<file path="src/core/rtt_map.vh">
// named constants shared by the reset-test and test-port block
`ifndef RTT_MAP_VH
`define RTT_MAP_VH
// test port controller states
`define RTT_TLR 4'h0
`define RTT_RTI 4'h1
`define RTT_SDS 4'h2
`define RTT_CDR 4'h3
`define RTT_SDR 4'h4
`define RTT_E1D 4'h5
`define RTT_PDR 4'h6
`define RTT_E2D 4'h7
`define RTT_UDR 4'h8
`define RTT_SIS 4'h9
`define RTT_CIR 4'hA
`define RTT_SIR 4'hB
`define RTT_E1I 4'hC
`define RTT_PIR 4'hD
`define RTT_E2I 4'hE
`define RTT_UIR 4'hF
// instruction register
`define RTT_IR_W 5
`define RTT_IR_CAPT 5'h01
`define RTT_OP_EXTEST 5'h00
`define RTT_OP_SAMPLE 5'h01
`define RTT_OP_RESULT 5'h02
`define RTT_OP_BYPASS 5'h1F
// tms-high count that forces the reset state
`define RTT_TMS_RST 3'h5
// self-test
`define RTT_BIST_CYC 295000
`define RTT_PASS 32'h00000000
`define RTT_RESET_VEC 32'hFFFFFFF0
`define RTT_RES_W 32
`endif

</file>
<file path="src/core/rtt_sync.v">
// three-stage input synchroniser with agreement filter
`timescale 1ns/100ps
`default_nettype none
module rtt_sync #(
   parameter W = 1
) (
   input  wire         clk_in,
   input  wire         resetn_in,
   input  wire [W-1:0] d_in,
   output wire [W-1:0] lvl_out
);
   reg [W-1:0] s1_q;
   reg [W-1:0] s2_q;
   reg [W-1:0] s3_q;
   reg [W-1:0] lvl_q;
   // =========================================
   // level changes only when stages 2 and 3 agree
   always @(posedge clk_in) begin
      if (!resetn_in) begin
         s1_q  <= {W{1'b0}};
         s2_q  <= {W{1'b0}};
         s3_q  <= {W{1'b0}};
         lvl_q <= {W{1'b0}};
      end else begin
         s1_q  <= d_in;
         s2_q  <= s1_q;
         s3_q  <= s2_q;
         lvl_q <= (s2_q & s3_q) | (lvl_q & (s2_q ^ s3_q));
      end
   end
   assign lvl_out = lvl_q;
endmodule // rtt_sync
`default_nettype wire

</file>
<file path="src/core/rtt_fifo.v">
// small flop-based fifo with valid/ready on both sides
`timescale 1ns/100ps
`default_nettype none
module rtt_fifo #(
   parameter W  = 32,
   parameter D  = 4,
   parameter AW = 2
) (
   input  wire          clk_in,
   input  wire          resetn_in,
   input  wire          in_valid_in,
   output wire          in_ready_out,
   input  wire [W-1:0]  in_data_in,
   output wire          out_valid_out,
   input  wire          out_ready_in,
   output wire [W-1:0]  out_data_out
);
   reg [W-1:0]  mem_q [0:D-1];
   reg [AW-1:0] wr_q;
   reg [AW-1:0] rd_q;
   reg [AW:0]   cnt_q;
   wire         push;
   wire         pop;
   // =========================================
   // honest full and empty from the fill count
   assign in_ready_out  = (cnt_q != D[AW:0]);
   assign out_valid_out = (cnt_q != {(AW+1){1'b0}});
   assign push = in_valid_in & in_ready_out;
   assign pop  = out_valid_out & out_ready_in;
   assign out_data_out = mem_q[rd_q];
   // pointers wrap at the depth
   always @(posedge clk_in) begin
      if (!resetn_in) begin
         wr_q  <= {AW{1'b0}};
         rd_q  <= {AW{1'b0}};
         cnt_q <= {(AW+1){1'b0}};
      end else begin
         if (push) begin
            mem_q[wr_q] <= in_data_in;
            wr_q <= (wr_q == D[AW-1:0] - 1'b1) ? {AW{1'b0}} : wr_q + 1'b1;
         end
         if (pop)
            rd_q <= (rd_q == D[AW-1:0] - 1'b1) ? {AW{1'b0}} : rd_q + 1'b1;
         if (push & ~pop)
            cnt_q <= cnt_q + 1'b1;
         else if (pop & ~push)
            cnt_q <= cnt_q - 1'b1;
      end
   end
endmodule // rtt_fifo
`default_nettype wire

</file>
<file path="src/core/rtt_top.v">
// reset-time self-test, pin-float strap and boundary-scan test port
// How it works
// - self-test always runs after reset release
// - tests icache, dcache, itlb and dtlb
// - result word zero on pass, else fail
// - fetch at reset vector regardless of outcome
// - self-test lasts about 295000 clocks
// - cache-flush low at release selects float mode
// - float mode releases all functional output pins
// - voltage-detect stays low, test output stays driven
// - test port works in every mode
// - float mode ends when reset seen asserted
// - sample on tck rise, drive on fall
// - controller steps on tms at each rise
// - stopped tck, either level, keeps state
// - tdi enters msb, shift per rise
// - tdo from lsb, changes per fall
// - five tms highs force reset state
// - test reset forces reset state asynchronously
// - instruction register plus three data registers
// - non-inverting boundary chain, capture and drive
// - instruction register five bits, no parity
// - instruction capture loads 01 in low bits
`include "rtt_map.vh"
`timescale 1ns/100ps
`default_nettype none
module rtt_top #(
   parameter BIST_CYCLES = `RTT_BIST_CYC,
   parameter NOUT        = 8,
   parameter NIN         = 8,
   parameter FIFO_D      = 4,
   parameter FIFO_AW     = 2
) (
   input  wire            clk_in,
   input  wire            resetn_in,
   input  wire            flush_n_in,
   input  wire            tck_in,
   input  wire            tms_in,
   input  wire            tdi_in,
   input  wire            trst_n_in,
   output wire            tdo_out,
   output wire            core_voltage_detect_out,
   input  wire [NOUT-1:0] func_val_in,
   input  wire [NOUT-1:0] func_oe_in,
   input  wire [NOUT-1:0] pad_rd_in,
   input  wire [NIN-1:0]  pin_in,
   output wire [NOUT-1:0] pad_val_out,
   output wire [NOUT-1:0] pad_oe_out,
   input  wire [3:0]      bist_fail_in,
   output wire [1:0]      bist_target_out,
   output wire            bist_busy_out,
   output wire            bist_done_out,
   output wire [31:0]     accumulator_result_out,
   output wire            fetch_go_out,
   output wire [31:0]     fetch_addr_out,
   output wire            float_mode_out,
   output wire            res_valid_out,
   output wire [31:0]     res_data_out,
   input  wire            res_ready_in
);
   localparam BSR_LEN = 2 * NOUT + NIN;
   localparam [18:0] PH_LAST = BIST_CYCLES / 4 - 1;

   // =========================================
   // input synchronisers
   wire [2:0]        tap_lvl;
   wire [NOUT+NIN:0] pin_lvl;
   rtt_sync #(.W(3)) u_tap_sync (
      .clk_in    (clk_in),
      .resetn_in (resetn_in),
      .d_in      ({tck_in, tms_in, tdi_in}),
      .lvl_out   (tap_lvl)
   );
   // pin levels keep tracking through reset, so the strap is
   // already valid at the first edge after release
   rtt_sync #(.W(NOUT+NIN+1)) u_pin_sync (
      .clk_in    (clk_in),
      .resetn_in (1'b1),
      .d_in      ({flush_n_in, pin_in, pad_rd_in}),
      .lvl_out   (pin_lvl)
   );
   wire            tck_l   = tap_lvl[2];
   wire            tms_l   = tap_lvl[1];
   wire            tdi_l   = tap_lvl[0];
   wire            flush_l = pin_lvl[NOUT+NIN];
   wire [NIN-1:0]  in_l    = pin_lvl[NOUT+NIN-1:NOUT];
   wire [NOUT-1:0] rd_l    = pin_lvl[NOUT-1:0];

   // =========================================
   // reset strap and self-test sequencer
   reg        up_q;
   reg        float_q;
   reg        busy_q;
   reg        done_q;
   reg        go_q;
   reg [1:0]  phase_q;
   reg [18:0] cnt_q;
   reg [3:0]  fail_q;
   reg [31:0] result_q;
   wire       fifo_rdy;
   wire       ph_end  = busy_q & (cnt_q == PH_LAST);
   wire       push    = ph_end;
   wire [3:0] fail_d;
   // fail bits gather per tested structure
   genvar g;
   generate
      for (g = 0; g < 4; g = g + 1) begin : g_fail
         assign fail_d[g] = fail_q[g] |
            (busy_q & (phase_q == g) & bist_fail_in[g]);
      end
   endgenerate
   // first clock after release starts the test
   always @(posedge clk_in) begin
      if (!resetn_in) begin
         up_q     <= 1'b0;
         float_q  <= 1'b0;
         busy_q   <= 1'b0;
         done_q   <= 1'b0;
         go_q     <= 1'b0;
         phase_q  <= 2'h0;
         cnt_q    <= 19'h00000;
         fail_q   <= 4'h0;
         result_q <= `RTT_PASS;
      end else begin
         up_q   <= 1'b1;
         go_q   <= 1'b0;
         fail_q <= fail_d;
         if (!up_q) begin
            float_q <= ~flush_l;
            busy_q  <= 1'b1;
         end
         // a full fifo holds the count until space frees
         if (busy_q) begin
            if (!ph_end)
               cnt_q <= cnt_q + 19'h00001;
            else if (fifo_rdy) begin
               cnt_q   <= 19'h00000;
               phase_q <= phase_q + 2'h1;
               if (phase_q == 2'h3) begin
                  busy_q   <= 1'b0;
                  done_q   <= 1'b1;
                  go_q     <= 1'b1;
                  result_q <= {28'h0000000, fail_d};
               end
            end
         end
      end
   end
   assign bist_target_out        = phase_q;
   assign bist_busy_out          = busy_q;
   assign bist_done_out          = done_q;
   assign accumulator_result_out = result_q;
   assign fetch_go_out           = go_q;
   assign fetch_addr_out         = `RTT_RESET_VEC;
   assign float_mode_out         = float_q;

   // per-phase status words, back-pressure stalls the sequencer
   rtt_fifo #(.W(32), .D(FIFO_D), .AW(FIFO_AW)) u_fifo (
      .clk_in        (clk_in),
      .resetn_in     (resetn_in),
      .in_valid_in   (push),
      .in_ready_out  (fifo_rdy),
      .in_data_in    ({26'h0000000, phase_q, fail_d}),
      .out_valid_out (res_valid_out),
      .out_ready_in  (res_ready_in),
      .out_data_out  (res_data_out)
   );

   // =========================================
   // tck edge detection on the filtered level
   // reset level matches the idle low tck, so no false edge
   reg  tck_p_q;
   wire rise = tck_l & ~tck_p_q;
   wire fall = ~tck_l & tck_p_q;
   always @(posedge clk_in) begin
      if (!resetn_in)
         tck_p_q <= 1'b0;
      else
         tck_p_q <= tck_l;
   end

   // =========================================
   // test port controller
   reg [3:0]         st_q;
   reg [3:0]         st_d;
   reg [2:0]         ones_q;
   reg [4:0]         ir_sr_q;
   reg [4:0]         ir_q;
   reg [BSR_LEN-1:0] bsr_sr_q;
   reg [BSR_LEN-1:0] bsr_up_q;
   reg [31:0]        res_sr_q;
   reg               byp_q;
   reg               tdo_q;
   wire [BSR_LEN-1:0] bsr_cap;
   // next state from tms
   always @* begin
      case (st_q)
         `RTT_TLR: st_d = tms_l ? `RTT_TLR : `RTT_RTI;
         `RTT_RTI: st_d = tms_l ? `RTT_SDS : `RTT_RTI;
         `RTT_SDS: st_d = tms_l ? `RTT_SIS : `RTT_CDR;
         `RTT_CDR: st_d = tms_l ? `RTT_E1D : `RTT_SDR;
         `RTT_SDR: st_d = tms_l ? `RTT_E1D : `RTT_SDR;
         `RTT_E1D: st_d = tms_l ? `RTT_UDR : `RTT_PDR;
         `RTT_PDR: st_d = tms_l ? `RTT_E2D : `RTT_PDR;
         `RTT_E2D: st_d = tms_l ? `RTT_UDR : `RTT_SDR;
         `RTT_UDR: st_d = tms_l ? `RTT_SDS : `RTT_RTI;
         `RTT_SIS: st_d = tms_l ? `RTT_TLR : `RTT_CIR;
         `RTT_CIR: st_d = tms_l ? `RTT_E1I : `RTT_SIR;
         `RTT_SIR: st_d = tms_l ? `RTT_E1I : `RTT_SIR;
         `RTT_E1I: st_d = tms_l ? `RTT_UIR : `RTT_PIR;
         `RTT_PIR: st_d = tms_l ? `RTT_E2I : `RTT_PIR;
         `RTT_E2I: st_d = tms_l ? `RTT_UIR : `RTT_SIR;
         `RTT_UIR: st_d = tms_l ? `RTT_SDS : `RTT_RTI;
         default:  st_d = `RTT_TLR;
      endcase
   end
   // boundary capture: value from the pad, enable as driven
   generate
      for (g = 0; g < NOUT; g = g + 1) begin : g_bcap
         assign bsr_cap[2*g]   = rd_l[g];
         assign bsr_cap[2*g+1] = pad_oe_out[g];
      end
   endgenerate
   assign bsr_cap[BSR_LEN-1:2*NOUT] = in_l;
   wire sel_bsr = (ir_q == `RTT_OP_EXTEST) | (ir_q == `RTT_OP_SAMPLE);
   wire sel_res = (ir_q == `RTT_OP_RESULT);
   wire extest  = (ir_q == `RTT_OP_EXTEST);
   wire dr_lsb  = sel_bsr ? bsr_sr_q[0] : (sel_res ? res_sr_q[0] : byp_q);
   // state only moves on a tck edge, so a stopped tck holds all
   always @(posedge clk_in or negedge trst_n_in) begin
      if (!trst_n_in) begin
         st_q     <= `RTT_TLR;
         ones_q   <= 3'h0;
         ir_sr_q  <= `RTT_IR_CAPT;
         ir_q     <= `RTT_OP_BYPASS;
         bsr_sr_q <= {BSR_LEN{1'b0}};
         bsr_up_q <= {BSR_LEN{1'b0}};
         res_sr_q <= 32'h00000000;
         byp_q    <= 1'b0;
         tdo_q    <= 1'b0;
      end else if (!resetn_in) begin
         st_q     <= `RTT_TLR;
         ones_q   <= 3'h0;
         ir_sr_q  <= `RTT_IR_CAPT;
         ir_q     <= `RTT_OP_BYPASS;
         bsr_sr_q <= {BSR_LEN{1'b0}};
         bsr_up_q <= {BSR_LEN{1'b0}};
         res_sr_q <= 32'h00000000;
         byp_q    <= 1'b0;
         tdo_q    <= 1'b0;
      end else if (rise) begin
         ones_q <= tms_l ? ((ones_q == `RTT_TMS_RST) ? ones_q : ones_q + 3'h1) : 3'h0;
         if (tms_l && (ones_q == `RTT_TMS_RST - 3'h1))
            st_q <= `RTT_TLR;
         else
            st_q <= st_d;
         case (st_q)
            `RTT_TLR: ir_q <= `RTT_OP_BYPASS;
            `RTT_CIR: ir_sr_q <= `RTT_IR_CAPT;
            `RTT_SIR: ir_sr_q <= {tdi_l, ir_sr_q[4:1]};
            `RTT_UIR: ir_q <= ir_sr_q;
            `RTT_CDR: begin
               if (sel_bsr)
                  bsr_sr_q <= bsr_cap;
               res_sr_q <= result_q;
               byp_q    <= 1'b0;
            end
            `RTT_SDR: begin
               if (sel_bsr)
                  bsr_sr_q <= {tdi_l, bsr_sr_q[BSR_LEN-1:1]};
               else if (sel_res)
                  res_sr_q <= {tdi_l, res_sr_q[31:1]};
               else
                  byp_q <= tdi_l;
            end
            `RTT_UDR: begin
               if (sel_bsr)
                  bsr_up_q <= bsr_sr_q;
            end
            default: ;
         endcase
      end else if (fall) begin
         tdo_q <= (st_q == `RTT_SIR) ? ir_sr_q[0] : dr_lsb;
      end
   end
   // tdo has no enable, so it keeps driving in float mode
   assign tdo_out = tdo_q;

   // =========================================
   // pad drive: extest, float mode, or functional
   generate
      for (g = 0; g < NOUT; g = g + 1) begin : g_pad
         assign pad_val_out[g] = extest ? bsr_up_q[2*g] : func_val_in[g];
         // extest wins over the float strap, the port stays usable
         assign pad_oe_out[g]  = extest ? bsr_up_q[2*g+1] :
                                 (~float_q & func_oe_in[g]);
      end
   endgenerate
   // supply-select output is never floated
   assign core_voltage_detect_out = 1'b0;
endmodule // rtt_top
`default_nettype wire

</file>
<file path="config.mk">
export PLATFORM = sky130hd
export DESIGN_NAME = rtt_top
export DESIGN_NICKNAME = d
export VERILOG_FILES = /design/src/core/rtt_sync.v /design/src/core/rtt_fifo.v /design/src/core/rtt_top.v
export VERILOG_INCLUDE_DIRS = /design/src /design/src/core
export SDC_FILE = /design/constraint.sdc
export NUM_CORES = 1
export LEC_CHECK = 0
export BUFFER_PORTS_ARGS = -buffer_cell sky130_fd_sc_hd__buf_2
export CORE_ASPECT_RATIO = 1.1
export CORE_MARGIN = 10
export CORE_UTILIZATION = 45
export DETAILED_ROUTE_END_ITERATION = 6
export PLACE_DENSITY = 0.71
export SYNTH_ARGS = -nofsm -noshare
export SYNTH_HDL_FRONTEND = slang
export SYNTH_HIERARCHICAL = 1
export SYNTH_SLANG_ARGS = --single-unit
</file>
<file path="constraint.sdc">
create_clock -name clk_in -period 2.8 [get_ports clk_in]
set_input_delay 0.14 -clock clk_in [delete_from_list [all_inputs] [get_ports clk_in]]
set_output_delay 0.14 -clock clk_in [all_outputs]
set_load 0.02 [all_outputs]
</file>
Word level (Yosys, flattened, before mapping)

Memories as Yosys holds them, arrays and structs flattened. A register that Yosys moved wholly into a read port is not among the register bits.
Cells that the tools add are included.

Input port bits: 44
Output and inout port bits: 121
Word-level logic and storage cells: 227
Memories kept: 1
RAM bits: 24
Bits in registers: 213

Reductions and logical operators: 21
Equality and inequality tests: 41
Add/sub/neg operators: 7
Muxes and demuxes: 85
Bitwise gates (word level): 42

Memory list:

| memory       | words | bits a word | rd ports | clocked after memory_dff | wr ports | RTL line      | RTL |
|---|---|---|---|---|---|---|---|
| u_fifo.mem_q | 4     | 6           | 1        | 1                        | 1        | rtt_fifo.v:18 | `reg [W-1:0] mem_q [0:D-1];` |

Operators by type and width:

| operator                                                                | count |
|---|---|
| 32-bit two-way mux                                                      | 4 |
| 24-bit two-way mux                                                      | 4 |
| 16-bit two-way mux                                                      | 4 |
| 32-bit case mux with 2 select lines                                     | 1 |
| 24-bit case mux with 2 select lines                                     | 1 |
| 4-bit case mux with 12 select lines                                     | 1 |
| 1-bit two-way mux                                                       | 39 |
| 19-bit two-way mux                                                      | 2 |
| 17-bit AND                                                              | 2 |
| 4-bit equality test, second input constant                              | 8 |
| 4-bit two-way mux                                                       | 7 |
| 3-bit two-way mux                                                       | 8 |
| 1-bit AND                                                               | 23 |
| 3-bit != test, second input constant                                    | 7 |
| 5-bit two-way mux                                                       | 4 |
| 5-bit case mux with 2 select lines                                      | 2 |
| 4-bit AND reduction                                                     | 5 |
| 19-bit by 1-bit adder with 19-bit output, second input constant         | 1 |
| 19-bit by 17-bit equality test with 1-bit output, second input constant | 1 |
| 17-bit OR                                                               | 1 |
| 17-bit XOR                                                              | 1 |
| 4-bit by 3-bit equality test with 1-bit output, second input constant   | 4 |
| 2-bit two-way mux                                                       | 7 |
| 2-bit AND reduction                                                     | 5 |
| other kinds (28)                                                        | 54 |

Logic depth before layout (Yosys ltp)

Gate-level depths: netlist of the first run.

Depth in word-level cells: 7
Mapped depth: 13
Gate-level depth less buffers: 11

Cells and area by module

The synthesis of the first run kept the hierarchy.

Modules (own cells, without submodules):

| module                | area an instance (um^2) | times used | cells each | sequential area each (um^2) |
|---|---|---|---|---|
| rtt_top               | 6,850.3                 | 1          | 763        | 2,985.4 |
| rtt_fifo              | 5,091.1                 | 1          | 217        | 4,023.9 |
| rtt_sync (u_pin_sync) | 2,149.6                 | 1          | 177        | 1,361.3 |
| rtt_sync (u_tap_sync) | 386.6                   | 1          | 31         | 240.2 |

Least setup slack after synthesis of the first run

No wires, ideal clock.

Path type: reg2reg
From: reg cnt_q[2] (netlist name)
To: reg u_fifo.cnt_q[2]
Path slack: 0.045 ns
Arrival: 2.680 ns
Cell stages (with the launch flop): 13
Period minus slack after synthesis: 2.755 ns
Required time: 2.724 ns
Buffers on the path: 2
Library setup time: 0.076 ns
Cell sequence: dfxtp_1 nor4b_1 nand4_1 clkbuf_1 nor2_1 and2_4 buf_6 ha_1 inv_1 fa_1 xor2_1 or3_2 a21boi_0

RTL lines:

| item                 | RTL line      | RTL |
|---|---|---|
| to (signal assigned) | rtt_fifo.v:36 | `cnt_q <= {(AW+1){1'b0}};` |
| to (signal assigned) | rtt_fifo.v:45 | `cnt_q <= cnt_q + 1'b1;` |
| to (signal assigned) | rtt_fifo.v:47 | `cnt_q <= cnt_q - 1'b1;` |
| to (decl)            | rtt_fifo.v:21 | `reg [AW:0] cnt_q;` |

==> results of run 1 <==
-- repair_timing --
item,CTS,global route
setup endpoints to repair,1,12
setup buffers,0,1
gates resized for setup,1,11
pin swaps,0,4
hold endpoints to repair,63,0
hold buffers,28,0
-- area by class of cell --
| cell class | count | share of cell area |
|---|---|---|
| flip-flops and latches | 343 | 0.496 |
| multi-input cells | 859 | 0.327 |
| clock buffers | 47 | 0.0603 |
| well taps | 420 | 0.0303 |
| clock inverters | 21 | 0.0172 |
| inverters | 21 | 0.00454 |
| repair buffers | 162 | 0.0639 |
-- worst max path at each step --
stage	start	endpoint	slack, ns	cells past startpoint
global placement	cnt_q[15]	u_fifo/cnt_q[2]	0.14	10
floorplan	cnt_q[2]	u_fifo/cnt_q[2]	0.04	12
global route	cnt_q[17]	u_fifo/cnt_q[2]	-0.08	10
CTS	cnt_q[5]	u_fifo/cnt_q[2]	0.009	10
detailed placement	cnt_q[15]	u_fifo/cnt_q[2]	0.01	10
finish	cnt_q[5]	u_fifo/cnt_q[2]	0.14	10
-- metrics by stage --
stage	util	power (mW)	area [um2]	cells	hold slack, ns
final	0.550	10.9	17400	1873	0.0175
after global routing	0.550	11.3	17400	1873	0.0283
after CTS	0.548	11.0	17300	1872	0.000453
after detailed placement	0.497	5.72	15700	1776	0.143
after global placement	0.497	5.71	15700	1776	0.137
after floorplan	-	5.67	15100	1356	-0.156
-- power by group --
group	internal, mW	switching [mW]	leakage [nW]
Combinational	0.133	0.282	2.78
Sequential	5.23	0.0220	3.44
Clock	3.31	1.95	0.658
-- registers in the layout, summed over array words and instances, names as in the netlist, 5 cells and up, named ones only --
register and flops:
u_fifo/mem_q 128, res_sr_q 32, bsr_sr_q 24, cnt_q 19
u_pin_sync/lvl_out 17, u_pin_sync/s1_q 17, u_pin_sync/s2_q 17, u_pin_sync/s3_q 17
bsr_up_q 16, ir_q 5, ir_sr_q 5
-- worst register-to-register path, delay by kind of cell, from the launching register on --
family | cells | cell delay, ns
compound gates | 1 | 0.16
xor+xnor | 1 | 0.16
fa+ha+maj | 2 | 0.56
buf+inv | 1 | 0.06
flops | 1 | 0.39
simple gates | 5 | 1.25
-- metal layers --
metal	GRT usage	up-vias	routed length (um)	part of all wire
li1	-	4596	-	-
met1	0.184	4646	13000	0.43
met2	0.260	277	15300	0.50
met3	0.0286	53	1580	0.052
met4	0.0441	0	567	0.019
met5	0	-	0	0
-- placed cells by master, fill, tap and decap left out, types with 17 or more instances in the layout --
cell type / n
a21oi_1: 57
a311oi_1: 25
and2_1: 64
and3_1: 17
buf_2: 101
buf_4: 27
clkbuf_16: 39
conb_1: 170
dfrtp_1: 85
dfxtp_1: 119
dlygate4sd3_1: 28
edfxtp_1: 128
ha_1: 35
inv_1: 20
mux4_2: 32
nand2_1: 100
nand3_1: 46
nor2_1: 36
o211ai_1: 28
o21ai_0: 41
-- cell usage after synthesis, drive strengths merged, types with 21 or more instances --
master	count	area [um2]
edfxtp	128	3840
a311oi	25	219
mux4	32	721
ha	35	438
inv	21	78.8
dfrtp	85	2130
nand3	48	245
o211ai	28	210
a21oi	59	307
and2	65	409
o21ai	47	235
nand2	100	375
dfxtp	124	2480
clkbuf	47	176
nor2	38	143
buf	86	613
-- cell families (layout without fill, tap and decap cells) --
family | after synthesis | in the layout | synth area share
xor+xnor | 8 | 8 | 0.00484
simple gates | 366 | 366 | 0.138
mux | 50 | 50 | 0.0629
buf+inv | 154 | 251 | 0.0600
other cells | 2 | 170 | 0.000519
compound gates | 229 | 229 | 0.107
flops | 343 | 343 | 0.595
fa+ha+maj | 36 | 36 | 0.0316
==> flow_summary.json, run 1 <==
{
  "vias_per_cell": 5.11,
  "reg2reg_slack_ns": 0.14,
  "layout-drive-gt1-share": 0.195,
  "cpPeakStageDelay_ns": 0.42,
  "slowest_stage": "or3_2",
  "critical_path_required_ns": 3.24,
  "die_width_um": 191,
  "fmax_mhz": 376,
  "setup_viol": 0,
  "path_class": "reg2reg",
  "first_iter_violations": 682,
  "path_cells": "nor4b_4 > nand3_2 > nor2_2 > and2_4 > ha_1 > inv_1 > fa_1 > xor2_1 > or3_2 > a21boi_1",
  "dieArea_mm2": 0.0398,
  "rows": 68,
  "power_density_mw_per_mm2": 629,
  "rr_startpoint": "cnt_q[5]",
  "firstDrtPassIters": 5,
  "grt_util_all_layers": 0.150,
  "synth_edf_count": 128,
  "cts_buffers": 37,
  "yosysUniqueCellTypes": 75,
  "gp_congestion": 0.820,
  "tritoncts": "done",
  "worstPathMaxFanout": 7,
  "dp_hpwl_um": 19600,
  "fill_cells": 2639,
  "worst_ir_drop_vdd_uv": 520,
  "clk_pin_slew_worst_paths_ns": 0.06,
  "place_ws_ns": 0.0102,
  "drt-wirelength-per-cell_um": 16.2,
  "crit_buf_inv": 1,
  "io_buffers": 103,
  "antenna_cells": 0,
  "synthFlopType": "edfxtp_1",
  "grt_max_degree": 60,
  "hold_class": "in2reg",
  "antenna_found_initial": 0,
  "slew_viol_final": 0,
  "die_h_um": 208,
  "min_period_ns": 2.66,
  "critPathTopFamily": "simple AND/OR/NAND/NOR gates",
  "cts.sinks": 343,
  "avgSynthCellArea_um2": 12.2,
  "synth-seq-area-share": 0.595,
  "yosys_warnings": 6,
  "cts_root_buffer": "clkbuf_16",
  "maxCapViolCount": 0,
  "tns_ns": 0,
  "nets": 1504,
  "initial_core_util": 0.459,
  "multiInputGateArea_mm2": 0.00568,
  "timing.rr.end": "u_fifo/cnt_q[2]",
  "cp-end-kind": "flop",
  "clockBufferDepth": 3,
  "via_count": 9572,
  "syn_area_mm2": 0.0145,
  "hp-start": "func_oe_in[3]",
  "core-area_mm2": 0.0316,
  "overflow": 0,
  "fin_worst_skew_ns": 0.0117,
  "status": "completed",
  "worstPathArrival_ns": 3.10,
  "grt_pass1_vias": 9830,
  "drc": 0,
  "async_flop_share": 0.265,
  "hold_viol_final": 0,
  "hold_end": "bsr_sr_q[7]",
  "synth-seq-cells": 343,
  "tightest_slew_ns": 1.20,
  "routed_wirelength_um": 30400,
  "worst_setup_path_start_kind": "flop",
  "h-tree-depth": 2,
  "finalCritPeriodShare": 0.949,
  "syn2layout_area_growth_pct": 19.9,
  "grt_pass1_wl_um": 50100,
  "regArea_mm2": 0.00862,
  "min_path_cells": 3,
  "worst_slack_ns": 0.143,
  "clk_latency_ns": 0.51,
  "reg2regPathDepth": 10,
  "io_pins": 165,
  "leakage_nw": 6.87,
  "ant_nets": 0,
  "relSlewSlack": 0.201,
  "netlist_instances": 1188
}
Power figures use the tool's default switching activity.
==> run 2, diff against run 1 <==
Settings changed: RECOVER_POWER set to 100.
==> flow_summary.json, run 2 (synthesized netlist as in run 1, its figures left out) <==
{
  "dieArea_mm2": 0.0398,
  "io_pins": 165,
  "reg.largest.list": "u_fifo/mem_q: 128 flops, res_sr_q: 32 flops, bsr_sr_q: 24 flops",
  "maxCapViolCount": 1,
  "vias_per_cell": 5.11,
  "antenna_found_initial": 0,
  "grt_pass1_vias": 9830,
  "hp-start": "func_oe_in[3]",
  "path_cells": "nor4b_4 > nand3_2 > nor2_2 > and2_4 > ha_1 > inv_1 > fa_1 > xor2_1 > or3_2 > a21boi_1",
  "h-tree-depth": 2,
  "worstPathMaxFanout": 7,
  "layout_common_cells": "170 x conb_1, 128 x edfxtp_1, 119 x dfxtp_1",
  "hold_class": "in2reg",
  "syn2layout_area_growth_pct": 19.7,
  "worst_ir_drop_vdd_uv": 520,
  "rr_startpoint": "cnt_q[5]",
  "worstPathArrival_ns": 3.10,
  "clk_pin_slew_worst_paths_ns": 0.06,
  "timing.rr.end": "u_fifo/cnt_q[2]",
  "slowest_stage": "or3_2",
  "layout_commonest_cell": "conb_1",
  "finalCritPeriodShare": 0.950,
  "drc": 0,
  "slew_viol_final": 37,
  "initial_core_util": 0.459,
  "min_period_ns": 2.66,
  "io_buffers": 103,
  "grt_util_all_layers": 0.150,
  "fin_worst_skew_ns": 0.0157,
  "overflow": 0,
  "leakage_nw": 6.80,
  "postLayoutCoreUtil": 0.549,
  "hold_end": "bsr_sr_q[7]",
  "min_path_cells": 3,
  "cp-end-kind": "flop",
  "status": "finished, violations left",
  "clockBufferDepth": 3,
  "critical_path_required_ns": 3.24,
  "die_width_um": 191,
  "rows": 68,
  "layout-drive-gt1-share": 0.185,
  "routed_wirelength_um": 30300,
  "via_count": 9562,
  "grt_pass1_wl_um": 50100,
  "die_h_um": 208,
  "relSlewSlack": -0.433,
  "violations": "capacitance limit, slew limit",
  "drt-wirelength-per-cell_um": 16.2,
  "setup_viol": 0,
  "worst_setup_path_start_kind": "flop",
  "reg2reg_slack_ns": 0.14,
  "ant_nets": 0,
  "power_density_mw_per_mm2": 630,
  "cpPeakStageDelay_ns": 0.42,
  "cts_buffers": 37,
  "clk_latency_ns": 0.51,
  "cts_root_buffer": "clkbuf_16",
  "tritoncts": "done",
  "core-area_mm2": 0.0316,
  "dp_hpwl_um": 19600,
  "finalPower_mw": 10.9,
  "gp_congestion": 0.820,
  "nets": 1504,
  "largest_reg_flops": 128,
  "reg2regPathDepth": 10,
  "cts.sinks": 343,
  "grt_max_degree": 60,
  "fmax_mhz": 376,
  "tightest_slew_ns": 2.15,
  "firstDrtPassIters": 5,
  "largest_register": "u_fifo/mem_q",
  "antenna_cells": 0,
  "path_class": "reg2reg",
  "hold_viol_final": 0,
  "first_iter_violations": 609
}
[run 2: cell types whose count changed in the layout (fill, tap and decap cells not counted), sizes merged]
cell / change
buf: -14
clkbuf: +14
[run 2: area by class of cell]
cell class / instances / area [um2]
fillers: 2647 / 14200
flip-flops and latches: 343 / 8620
multi-input cells: 859 / 5680
repair buffers: 162 / 1090
clock buffers: 47 / 1050
well taps: 420 / 526
clock inverters: 21 / 299
inverters: 21 / 78.8
[run 2: worst max-delay path by stage]
stage,start,to,slack [ns]
floorplan,cnt_q[2],u_fifo/cnt_q[2],0.04
global placement,cnt_q[15],u_fifo/cnt_q[2],0.14
detailed placement,cnt_q[15],u_fifo/cnt_q[2],0.01
CTS,cnt_q[5],u_fifo/cnt_q[2],0.009
global route,cnt_q[17],u_fifo/cnt_q[2],-0.08
finish,cnt_q[5],u_fifo/cnt_q[2],0.14
[run 2: stage by stage]
stage | hold slack, ns | setup WS, ns | area [um2] | setup TNS, ns | std cells
after global routing | 0.0283 | -0.0815 | 17300 | -0.0815 | 1873
final | 0.0185 | 0.140 | 17300 | 0 | 1873
after floorplan | -0.156 | 0.0445 | 15100 | 0 | 1356
after global placement | 0.137 | 0.143 | 15700 | 0 | 1776
after CTS | 0.000453 | 0.00935 | 17300 | 0 | 1872
after detailed placement | 0.143 | 0.0102 | 15700 | 0 | 1776
[run 2: worst max-delay path: cells and delay by family, from the launching register on]
kind	cells	cell delay, ns
AND/OR/NAND/NOR	5	1.26
adder cells (fa/ha/maj)	2	0.56
flip-flops	1	0.39
XOR/XNOR	1	0.16
AO/OA/AOI/OAI	1	0.15
buffers and inverters	1	0.06
[run 2: report_power, final]
part / switching, mW / leakage, nW / internal [mW] / total [mW]
Sequential: 0.0221 / 3.44 / 5.23 / 5.25
Combinational: 0.283 / 2.70 / 0.131 / 0.413
Clock: 1.95 / 0.658 / 3.31 / 5.26
[run 2: repair_timing]
action	CTS	global route
resized for setup	1	11
setup buffers	0	1
hold endpoints to repair	63	0
setup endpoints to repair	1	12
hold buffers	28	0
pin swaps	0	4
[run 2: metal layers]
metal / routed length (um) / vias to the layer above / part of all wire / GRT usage
met4: 555 / 0 / 0.018 / 0.0441
met3: 1720 / 48 / 0.057 / 0.0286
met1: 12700 / 4658 / 0.42 / 0.184
li1: - / 4594 / - / -
met5: 0 / - / 0 / 0
met2: 15300 / 262 / 0.51 / 0.260
